### config.mk
export PLATFORM = sky130hd
export DESIGN_NAME = cpmc_power_ctrl
export DESIGN_NICKNAME = d
export VERILOG_FILES = /design/src/shared/cpmc_pkg.sv /design/src/rtl/cpmc_power_ctrl.sv
export VERILOG_INCLUDE_DIRS = /design/src /design/src/shared
export SDC_FILE = /design/constraint.sdc
export NUM_CORES = 1
export LEC_CHECK = 0
export BUFFER_PORTS_ARGS = -buffer_cell sky130_fd_sc_hd__buf_2
export CORE_MARGIN = 1
export CORE_UTILIZATION = 30
export CTS_CLUSTER_SIZE = 8
export DETAILED_ROUTE_END_ITERATION = 6
export PLACE_DENSITY = 0.58
export SLEW_MARGIN = 20
export SYNTH_ARGS = -nofsm -noshare
export SYNTH_HDL_FRONTEND = slang
export SYNTH_SLANG_ARGS = --single-unit
### constraint.sdc
create_clock -name clk_sys -period 2.1 [get_ports clk_sys]
set_input_delay 0.315 -clock clk_sys [delete_from_list [all_inputs] [get_ports clk_sys]]
set_output_delay 0.315 -clock clk_sys [all_outputs]
set_load 0.01 [all_outputs]
### src/shared/cpmc_cfg.svh
/*
 * Constants of the power-mode controller: offsets, fields, resets, timing.
 * Assumes inclusion by bare name from the design module and the testbench.
 */
`ifndef CPMC_CFG_SVH
`define CPMC_CFG_SVH
// ****************************************************************
// Register offsets (byte addresses, one word each)
// ****************************************************************
`define CPMC_OFS_PWR 4'h0
`define CPMC_OFS_CFG 4'h4
`define CPMC_OFS_STAT 4'h8
// ****************************************************************
// Field positions
// ****************************************************************
`define CPMC_PWR_IDLE 0
`define CPMC_PWR_STOP 1
`define CPMC_CFG_WDT 0
`define CPMC_CFG_LCD 1
`define CPMC_CFG_SUSP 2
`define CPMC_CFG_ZTC 3
`define CPMC_ST_WDT 4
`define CPMC_ST_LCD 5
`define CPMC_ST_EXT 6
// ****************************************************************
// Reset values and timing
// ****************************************************************
`define CPMC_CFG_RST 4'h0
`define CPMC_RST_VECTOR 16'h0000
`define CPMC_LCD_TIMEOUT_US 100
`define CPMC_CLK_MHZ 100
`define CPMC_LCD_CYC (`CPMC_LCD_TIMEOUT_US * `CPMC_CLK_MHZ)
`define CPMC_RSTSEQ_CYC 4
`endif

### src/shared/cpmc_pkg.sv
/*
 * Types of the power-mode controller.
 * Assumes cpmc_cfg.svh on the include path.
 */
package cpmc_pkg;
  // Operating modes of the core
  typedef enum logic [2:0] {
    CPMC_RUN, CPMC_IDLE, CPMC_STOP, CPMC_SUSP, CPMC_RSTSEQ
  } cpmc_mode_t;
  // Clock and activity gates driven to the rest of the chip
  typedef struct packed {
    logic cpu_clk_en;
    logic periph_clk_en;
    logic int_osc_en;
    logic irq_timer_en;
    logic lcd_active;
  } cpmc_gate_t;
endpackage : cpmc_pkg

### src/rtl/cpmc_power_ctrl.sv
/*
 * Power-mode controller: idle, stop and suspend sequencing with an
 * AXI4-Lite register slave and reset sequencing.
 * Assumes one clock, synchronous inputs, and a CPU that pulses instr_done
 * when each instruction retires.
 */
// Operation
// - Idle bit halts CPU after writing instruction
// - Idle keeps clocks and peripherals running
// - Registers and memory kept across idle
// - Enabled interrupt clears idle, resumes CPU
// - After return, continue past idle-setting instruction
// - Reset ends idle, fetch from 0x0000
// - Enabled watchdog expiry resets out of idle
// - Stop bit enters stop after instruction
// - Stop halts oscillator, CPU, digital peripherals
// - Stop disables interrupts, timers, except detector
// - Only reset exits stop, fetch 0x0000
// - Lost-clock detector resets after 100 us
// - Oscillators off in stop needs reset to restart
// - Suspend halts oscillator until wake event
// - Mode-select bits always read zero
`timescale 1ns/10ps
`include "cpmc_cfg.svh"
module cpmc_power_ctrl import cpmc_pkg::*; #(
  parameter int LCD_CYC = `CPMC_LCD_CYC
) (
  input wire logic clk_sys,
  input wire logic rstn,
  input wire logic [3:0] s_awaddr,
  input wire logic s_awvalid,
  output logic s_awready,
  input wire logic [31:0] s_wdata,
  input wire logic [3:0] s_wstrb,
  input wire logic s_wvalid,
  output logic s_wready,
  output logic [1:0] s_bresp,
  output logic s_bvalid,
  input wire logic s_bready,
  input wire logic [3:0] s_araddr,
  input wire logic s_arvalid,
  output logic s_arready,
  output logic [31:0] s_rdata,
  output logic [1:0] s_rresp,
  output logic s_rvalid,
  input wire logic s_rready,
  input wire logic instr_done,
  input wire logic irq_pending,
  input wire logic wdt_expire,
  input wire logic ext_reset,
  input wire logic wake_event,
  output cpmc_gate_t gate,
  output logic core_reset,
  output logic [15:0] fetch_addr,
  output logic irq_resume,
  output logic ref_zero_tempco_enable,
  output cpmc_mode_t mode
);
  // ****************************************************************
  // Declarations
  // ****************************************************************
  localparam int CW = $clog2(LCD_CYC + 1);
  logic aw_full; // Write address held
  logic w_full; // Write data held
  logic [3:0] aw_addr;
  logic [31:0] w_data;
  logic w_lane0;
  logic do_wr; // Both halves present, response slot free
  logic [1:0] mode_sel; // Latched idle/stop request
  logic [3:0] cfg; // Software configuration
  logic [2:0] rst_cause; // Last reset source
  logic [CW-1:0] lcd_cnt;
  logic lcd_fire;
  logic wdt_fire;
  logic any_rst;
  logic [2:0] seq_cnt;
  cpmc_mode_t next_mode;

  // Gates per mode; shared by the output register's reset and update paths
  function automatic cpmc_gate_t gate_of(input cpmc_mode_t m);
    cpmc_gate_t g;
    g = '{default: 1'b1};
    unique case (m)
      CPMC_RUN: g = g;
      CPMC_IDLE: g.cpu_clk_en = 1'b0;
      CPMC_STOP: g = '{1'b0, 1'b0, 1'b0, 1'b0, 1'b1};
      CPMC_SUSP: g = '{1'b0, 1'b0, 1'b0, 1'b0, 1'b0};
      CPMC_RSTSEQ: g = '{1'b0, 1'b1, 1'b1, 1'b0, 1'b1};
    endcase
    return g;
  endfunction : gate_of

  // ****************************************************************
  // AXI4-Lite write path
  // ****************************************************************
  assign s_awready = !aw_full;
  assign s_wready = !w_full;
  assign do_wr = aw_full && w_full && !s_bvalid;

  // Address and data may arrive in either order
  always_ff @(posedge clk_sys) begin
    if (!rstn) begin
      aw_full <= 1'b0;
      aw_addr <= 4'h0;
    end else if (s_awvalid && s_awready) begin
      aw_full <= 1'b1;
      aw_addr <= s_awaddr;
    end else if (do_wr) begin
      aw_full <= 1'b0;
    end
  end

  always_ff @(posedge clk_sys) begin
    if (!rstn) begin
      w_full <= 1'b0;
      w_data <= 32'h0000_0000;
      w_lane0 <= 1'b0;
    end else if (s_wvalid && s_wready) begin
      w_full <= 1'b1;
      w_data <= s_wdata;
      w_lane0 <= s_wstrb[0];
    end else if (do_wr) begin
      w_full <= 1'b0;
    end
  end

  // Response one cycle after both halves are held
  always_ff @(posedge clk_sys) begin
    if (!rstn) begin
      s_bvalid <= 1'b0;
      s_bresp <= 2'h0;
    end else if (do_wr) begin
      s_bvalid <= 1'b1;
      s_bresp <= (aw_addr == `CPMC_OFS_PWR || aw_addr == `CPMC_OFS_CFG ||
                  aw_addr == `CPMC_OFS_STAT) ? 2'h0 : 2'h2;
    end else if (s_bready) begin
      s_bvalid <= 1'b0;
    end
  end

  // Configuration survives idle and internal resets alike
  always_ff @(posedge clk_sys) begin
    if (!rstn) begin
      cfg <= `CPMC_CFG_RST;
    end else if (do_wr && w_lane0 && aw_addr == `CPMC_OFS_CFG) begin
      cfg <= w_data[3:0];
    end else if (mode == CPMC_SUSP) begin
      cfg[`CPMC_CFG_SUSP] <= 1'b0; // Suspend request self-clears
    end
  end
  assign ref_zero_tempco_enable = cfg[`CPMC_CFG_ZTC];

  // ****************************************************************
  // AXI4-Lite read path
  // ****************************************************************
  assign s_arready = !s_rvalid;

  always_ff @(posedge clk_sys) begin
    if (!rstn) begin
      s_rvalid <= 1'b0;
      s_rdata <= 32'h0000_0000;
      s_rresp <= 2'h0;
    end else if (s_arvalid && s_arready) begin
      s_rvalid <= 1'b1;
      s_rresp <= 2'h0;
      unique case (s_araddr)
        `CPMC_OFS_PWR: s_rdata <= 32'h0000_0000;
        `CPMC_OFS_CFG: s_rdata <= {28'h0000000, cfg};
        `CPMC_OFS_STAT: s_rdata <= {25'h0000000, rst_cause, 1'b0, mode};
        default: begin
          s_rdata <= 32'h0000_0000;
          s_rresp <= 2'h2; // Unmapped address
        end
      endcase
    end else if (s_rready) begin
      s_rvalid <= 1'b0;
    end
  end

  // ****************************************************************
  // Mode selection and reset sources
  // ****************************************************************
  // Requests only count while the CPU runs; any reset drops them
  always_ff @(posedge clk_sys) begin
    if (!rstn) begin
      mode_sel <= 2'h0;
    end else if (any_rst || mode == CPMC_RSTSEQ) begin
      mode_sel <= 2'h0;
    end else if (mode != CPMC_RUN) begin
      mode_sel <= 2'h0;
    end else if (do_wr && w_lane0 && aw_addr == `CPMC_OFS_PWR) begin
      mode_sel <= mode_sel | w_data[1:0];
    end
  end

  assign wdt_fire = wdt_expire && cfg[`CPMC_CFG_WDT] && mode != CPMC_STOP;
  assign lcd_fire = lcd_cnt == CW'(LCD_CYC - 1);
  assign any_rst = wdt_fire || lcd_fire || ext_reset;

  // Detector runs only in stop, where the clock would be missing
  always_ff @(posedge clk_sys) begin
    if (!rstn) begin
      lcd_cnt <= '0;
    end else if (mode == CPMC_STOP && cfg[`CPMC_CFG_LCD] && !lcd_fire) begin
      lcd_cnt <= lcd_cnt + CW'(1);
    end else begin
      lcd_cnt <= '0;
    end
  end

  // Remember the source for software after restart
  always_ff @(posedge clk_sys) begin
    if (!rstn) begin
      rst_cause <= 3'h0;
    end else if (any_rst && mode != CPMC_RSTSEQ) begin
      rst_cause <= {ext_reset, lcd_fire, wdt_fire};
    end
  end

  // ****************************************************************
  // Mode state machine
  // ****************************************************************
  always_comb begin
    next_mode = mode;
    unique case (mode)
      CPMC_RUN: begin
        if (any_rst) next_mode = CPMC_RSTSEQ;
        else if (instr_done && mode_sel[`CPMC_PWR_STOP]) next_mode = CPMC_STOP;
        else if (instr_done && mode_sel[`CPMC_PWR_IDLE]) next_mode = CPMC_IDLE;
        else if (cfg[`CPMC_CFG_SUSP]) next_mode = CPMC_SUSP;
      end
      CPMC_IDLE: begin
        if (any_rst) next_mode = CPMC_RSTSEQ;
        else if (irq_pending) next_mode = CPMC_RUN;
      end
      CPMC_STOP: begin
        if (any_rst) next_mode = CPMC_RSTSEQ;
      end
      CPMC_SUSP: begin
        if (any_rst) next_mode = CPMC_RSTSEQ;
        else if (wake_event) next_mode = CPMC_RUN;
      end
      CPMC_RSTSEQ: begin
        if (seq_cnt == 3'(`CPMC_RSTSEQ_CYC - 1)) next_mode = CPMC_RUN;
      end
    endcase
  end

  always_ff @(posedge clk_sys) begin
    if (!rstn) begin
      mode <= CPMC_RSTSEQ;
    end else begin
      mode <= next_mode;
    end
  end

  // Reset sequence length counter
  always_ff @(posedge clk_sys) begin
    if (!rstn || mode != CPMC_RSTSEQ) begin
      seq_cnt <= 3'h0;
    end else begin
      seq_cnt <= seq_cnt + 3'h1;
    end
  end

  // ****************************************************************
  // Registered outputs
  // ****************************************************************
  always_ff @(posedge clk_sys) begin
    if (!rstn) begin
      gate <= gate_of(CPMC_RSTSEQ);
      core_reset <= 1'b1;
    end else begin
      gate <= gate_of(next_mode);
      core_reset <= next_mode == CPMC_RSTSEQ;
    end
  end

  // Program counter load: vector after reset; idle exit leaves PC alone
  always_ff @(posedge clk_sys) begin
    if (!rstn) begin
      fetch_addr <= `CPMC_RST_VECTOR;
      irq_resume <= 1'b0;
    end else begin
      irq_resume <= mode == CPMC_IDLE && next_mode == CPMC_RUN;
      if (next_mode == CPMC_RSTSEQ) fetch_addr <= `CPMC_RST_VECTOR;
    end
  end
endmodule : cpmc_power_ctrl

==> qor.txt <==
GRT Overall Usage = 11.7%
Sink Count = 57
Worst-path clk slew = 0.06 ns
initial antenna violation count = 0
root buffer cell = clkbuf_8
post-CTS setup buffer count = 0
# port buffers = 49
worst r2r dst = gate[4]
CTS resizes = 0
diode count = 0
number of synthesized flops with an enable pin = 0
area added between synthesis and finish = 15.5%
Lkg Pwr = 1.37 nW
Routed Antenna Nets = 0
Core ar. = 0.00876 sq mm
Cell Area, Synth = 0.00274 sq mm
Die W = 97.5 um
IO Pins = 124
final net count = 425
share of cells above drive strength 1 = 21.3%
global-route wire length before repair = 8.76 mm
Worst Reg-to-Reg Cells = 6
total iterations of the first detailed-routing run = 4
Ys Warns = 0
hold buffers post-CTS = 0
Critical Path Start Type = flop
ys flop type = dfxtp_1
setup TNS = 0 ns
Inserted Clock Buffers = 9
crit path launch = lcd_cnt[0]
Max Cap Viol = 0
routed len/inst = 11.3 um
Max Slew Vio Count = 0
post-synthesis cell count = 312
clk buf depth = 2
DRC Markers = 0
Async SR Flop Fraction = 0%
R2R Path Start = lcd_cnt[0]
largest net degree at the start of global routing = 31
Hold Path Class = in -> reg
CP Class = reg -> reg
Setup-failing EPs final = 0
status = finished clean
Via density = 4.45
drt initial violations = 57
H-Tree Depth = 3
CP max FO = 6
final wirelength = 5.43 mm
Worst VDD drop = 0.249 mV
pwr dens = 782 mW/mm^2
fin crit share = 84.1%
Max Clk Rate = 566 MHz
vias = 2132
Worst Skew = 0.00666 ns
initial core utilization = 31.2%
worst hold margin = 0.168 ns
CTS tree = built
crit path capture = gate[4]
Worst EP arrival = 2.03 ns
# rows = 34
final hold violation count = 0
flop-to-flop setup slack = 0.33 ns
die area = 0.00951 sq mm
GPL Wtd Cong = 0.826
Worst Tran Pin Value = 0.569 ns
Die Span Y = 97.5 um
vias in the first global route = 1952
RSZ-0062 raised after global routing = no
sequential fraction of the synthesis area = 41.7%
max_slew headroom = 61.5%
Netlist cell types = 52
DP HPWL = 4.08 mm
Skew-Pair Late Insertion Delay = 0.33 ns
total congestion overflow = 0
Synth Register Bits = 57
crit path capture type = flop
min Tclk post-route = 1.77 ns
WP data required = 2.36 ns
syn_area_per_cell = 8.77 sq um
hold depth = 2
## cells in the final DEF (no fill, tap or decap), types with 4 or more instances in the layout
master and count:
a21oi_1 12, a22oi_1 6, and3_1 4, buf_2 49, buf_4 6, clkbuf_8 11
conb_1 43, dfxtp_1 57, inv_1 10, mux2i_1 13, nand2_1 20, nand3_1 8
nor2_1 52, nor2b_1 4, nor3_1 5, o21ai_0 7, xnor2_1 5, xor2_1 8
## flip-flops by register name, indices dropped and copies added, names as in the netlist
name	flops
s_bresp	1
w_lane0	1
w_data	4
mode	3
rst_cause	3
s_rdata	7
cfg	4
core_reset	1
gate	4
s_rvalid	1
irq_resume	1
aw_addr	4
s_rresp	1
seq_cnt	3
s_bvalid	1
lcd_cnt	14
aw_full	1
mode_sel	2
w_full	1
## layout make-up
| cell class | count | area, sq um |
|---|---|---|
| repair buffers | 55 | 290 |
| fillers | 923 | 5600 |
| clock buffers | 14 | 163 |
| inverters | 10 | 37.5 |
| multi-input cells | 233 | 1340 |
| well taps | 108 | 135 |
| clock inverters | 2 | 60.1 |
| flip-flops and latches | 57 | 1140 |
## worst min-delay path by stage
stage,from,end
2_1_floorplan,rstn,gate[3]
3_3_place_gp,seq_cnt[0],seq_cnt[0]
3_5_place_dp,seq_cnt[0],seq_cnt[0]
5_1_grt,s_rready,s_rvalid
4_1_cts,s_rready,s_rvalid
6_report,s_rready,s_rvalid
## synth_stat cells, types with 2 or more instances
| master | n | share of area [%] |
|---|---|---|
| dfxtp_1 | 57 | 42 |
| nor2_1 | 52 | 7.1 |
| buf_4 | 45 | 12 |
| nand2_1 | 20 | 2.7 |
| mux2i_1 | 13 | 4.8 |
| a21oi_1 | 12 | 2.2 |
| inv_1 | 10 | 1.4 |
| nand3_1 | 8 | 1.5 |
| xor2_1 | 8 | 2.6 |
| o21ai_0 | 7 | 1.3 |
| a22oi_1 | 6 | 1.6 |
| clkbuf_1 | 6 | 0.82 |
| nor3_1 | 5 | 0.91 |
| xnor2_1 | 5 | 1.6 |
| and3_1 | 4 | 0.91 |
| nor2b_1 | 4 | 0.91 |
| a22o_1 | 3 | 0.96 |
| ha_1 | 3 | 1.4 |
| nor4b_1 | 3 | 0.96 |
| a21oi_2 | 2 | 0.64 |
| a31oi_1 | 2 | 0.46 |
| and3_4 | 2 | 0.82 |
| buf_2 | 2 | 0.37 |
| nand2b_1 | 2 | 0.46 |
| nand4_1 | 2 | 0.46 |
| nor4_1 | 2 | 0.46 |
| o2bb2ai_1 | 2 | 0.64 |
## report_power, final
| group | internal (mW) | total [mW] | switching, mW | leakage (nW) |
|---|---|---|---|---|
| Clock | 0.735 | 1.14 | 0.403 | 0.111 |
| Sequential | 1.11 | 1.14 | 0.0226 | 0.463 |
| Combinational | 0.0738 | 0.199 | 0.125 | 0.796 |
## critical path: stages (launching register included)
cell and delay (ns):
dfxtp_1 0.34, ha_1 0.23, and3_4 0.20, and4_4 0.19, or3_4 0.36, a211o_1 0.25, a21oi_2 0.13
## routing by layer
metal	vias up	routed length, um	share of wire (%)	GRT usage (%)
li1	1077	-	-	-
met1	978	2410	44	13.5
met2	67	2630	48	19.6
met3	10	282	5.2	3.88
met4	0	100	1.8	5.43
met5	-	0	0	0
## through the flow
step | instances | power [mW] | utilization (%) | setup slack (ns) | area, sq um
2_1_floorplan | 354 | 1.35 | - | 0.440 | 2900
3_3_place_gp | 463 | 1.36 | 33.5 | 0.339 | 2940
3_5_place_dp | 463 | 1.36 | 33.5 | 0.338 | 2940
4_1_cts | 479 | 2.51 | 36.1 | 0.322 | 3160
5_1_grt | 479 | 2.59 | 36.1 | 0.155 | 3160
6_report | 479 | 2.47 | 36.1 | 0.333 | 3160
## logic make-up after synthesis
logic type	Yosys count	synth area share, %
AOI/OAI and AO/OA	47	11.9
other	1	0.137
xor gates and xnor gates	13	4.16
buffers and inverters	64	15.3
and+or+nand+nor	114	20.7
adders and majority gates	3	1.37
DFF	57	41.7
muxes	13	4.75
Note: power is estimated with default switching activity, not from simulation.
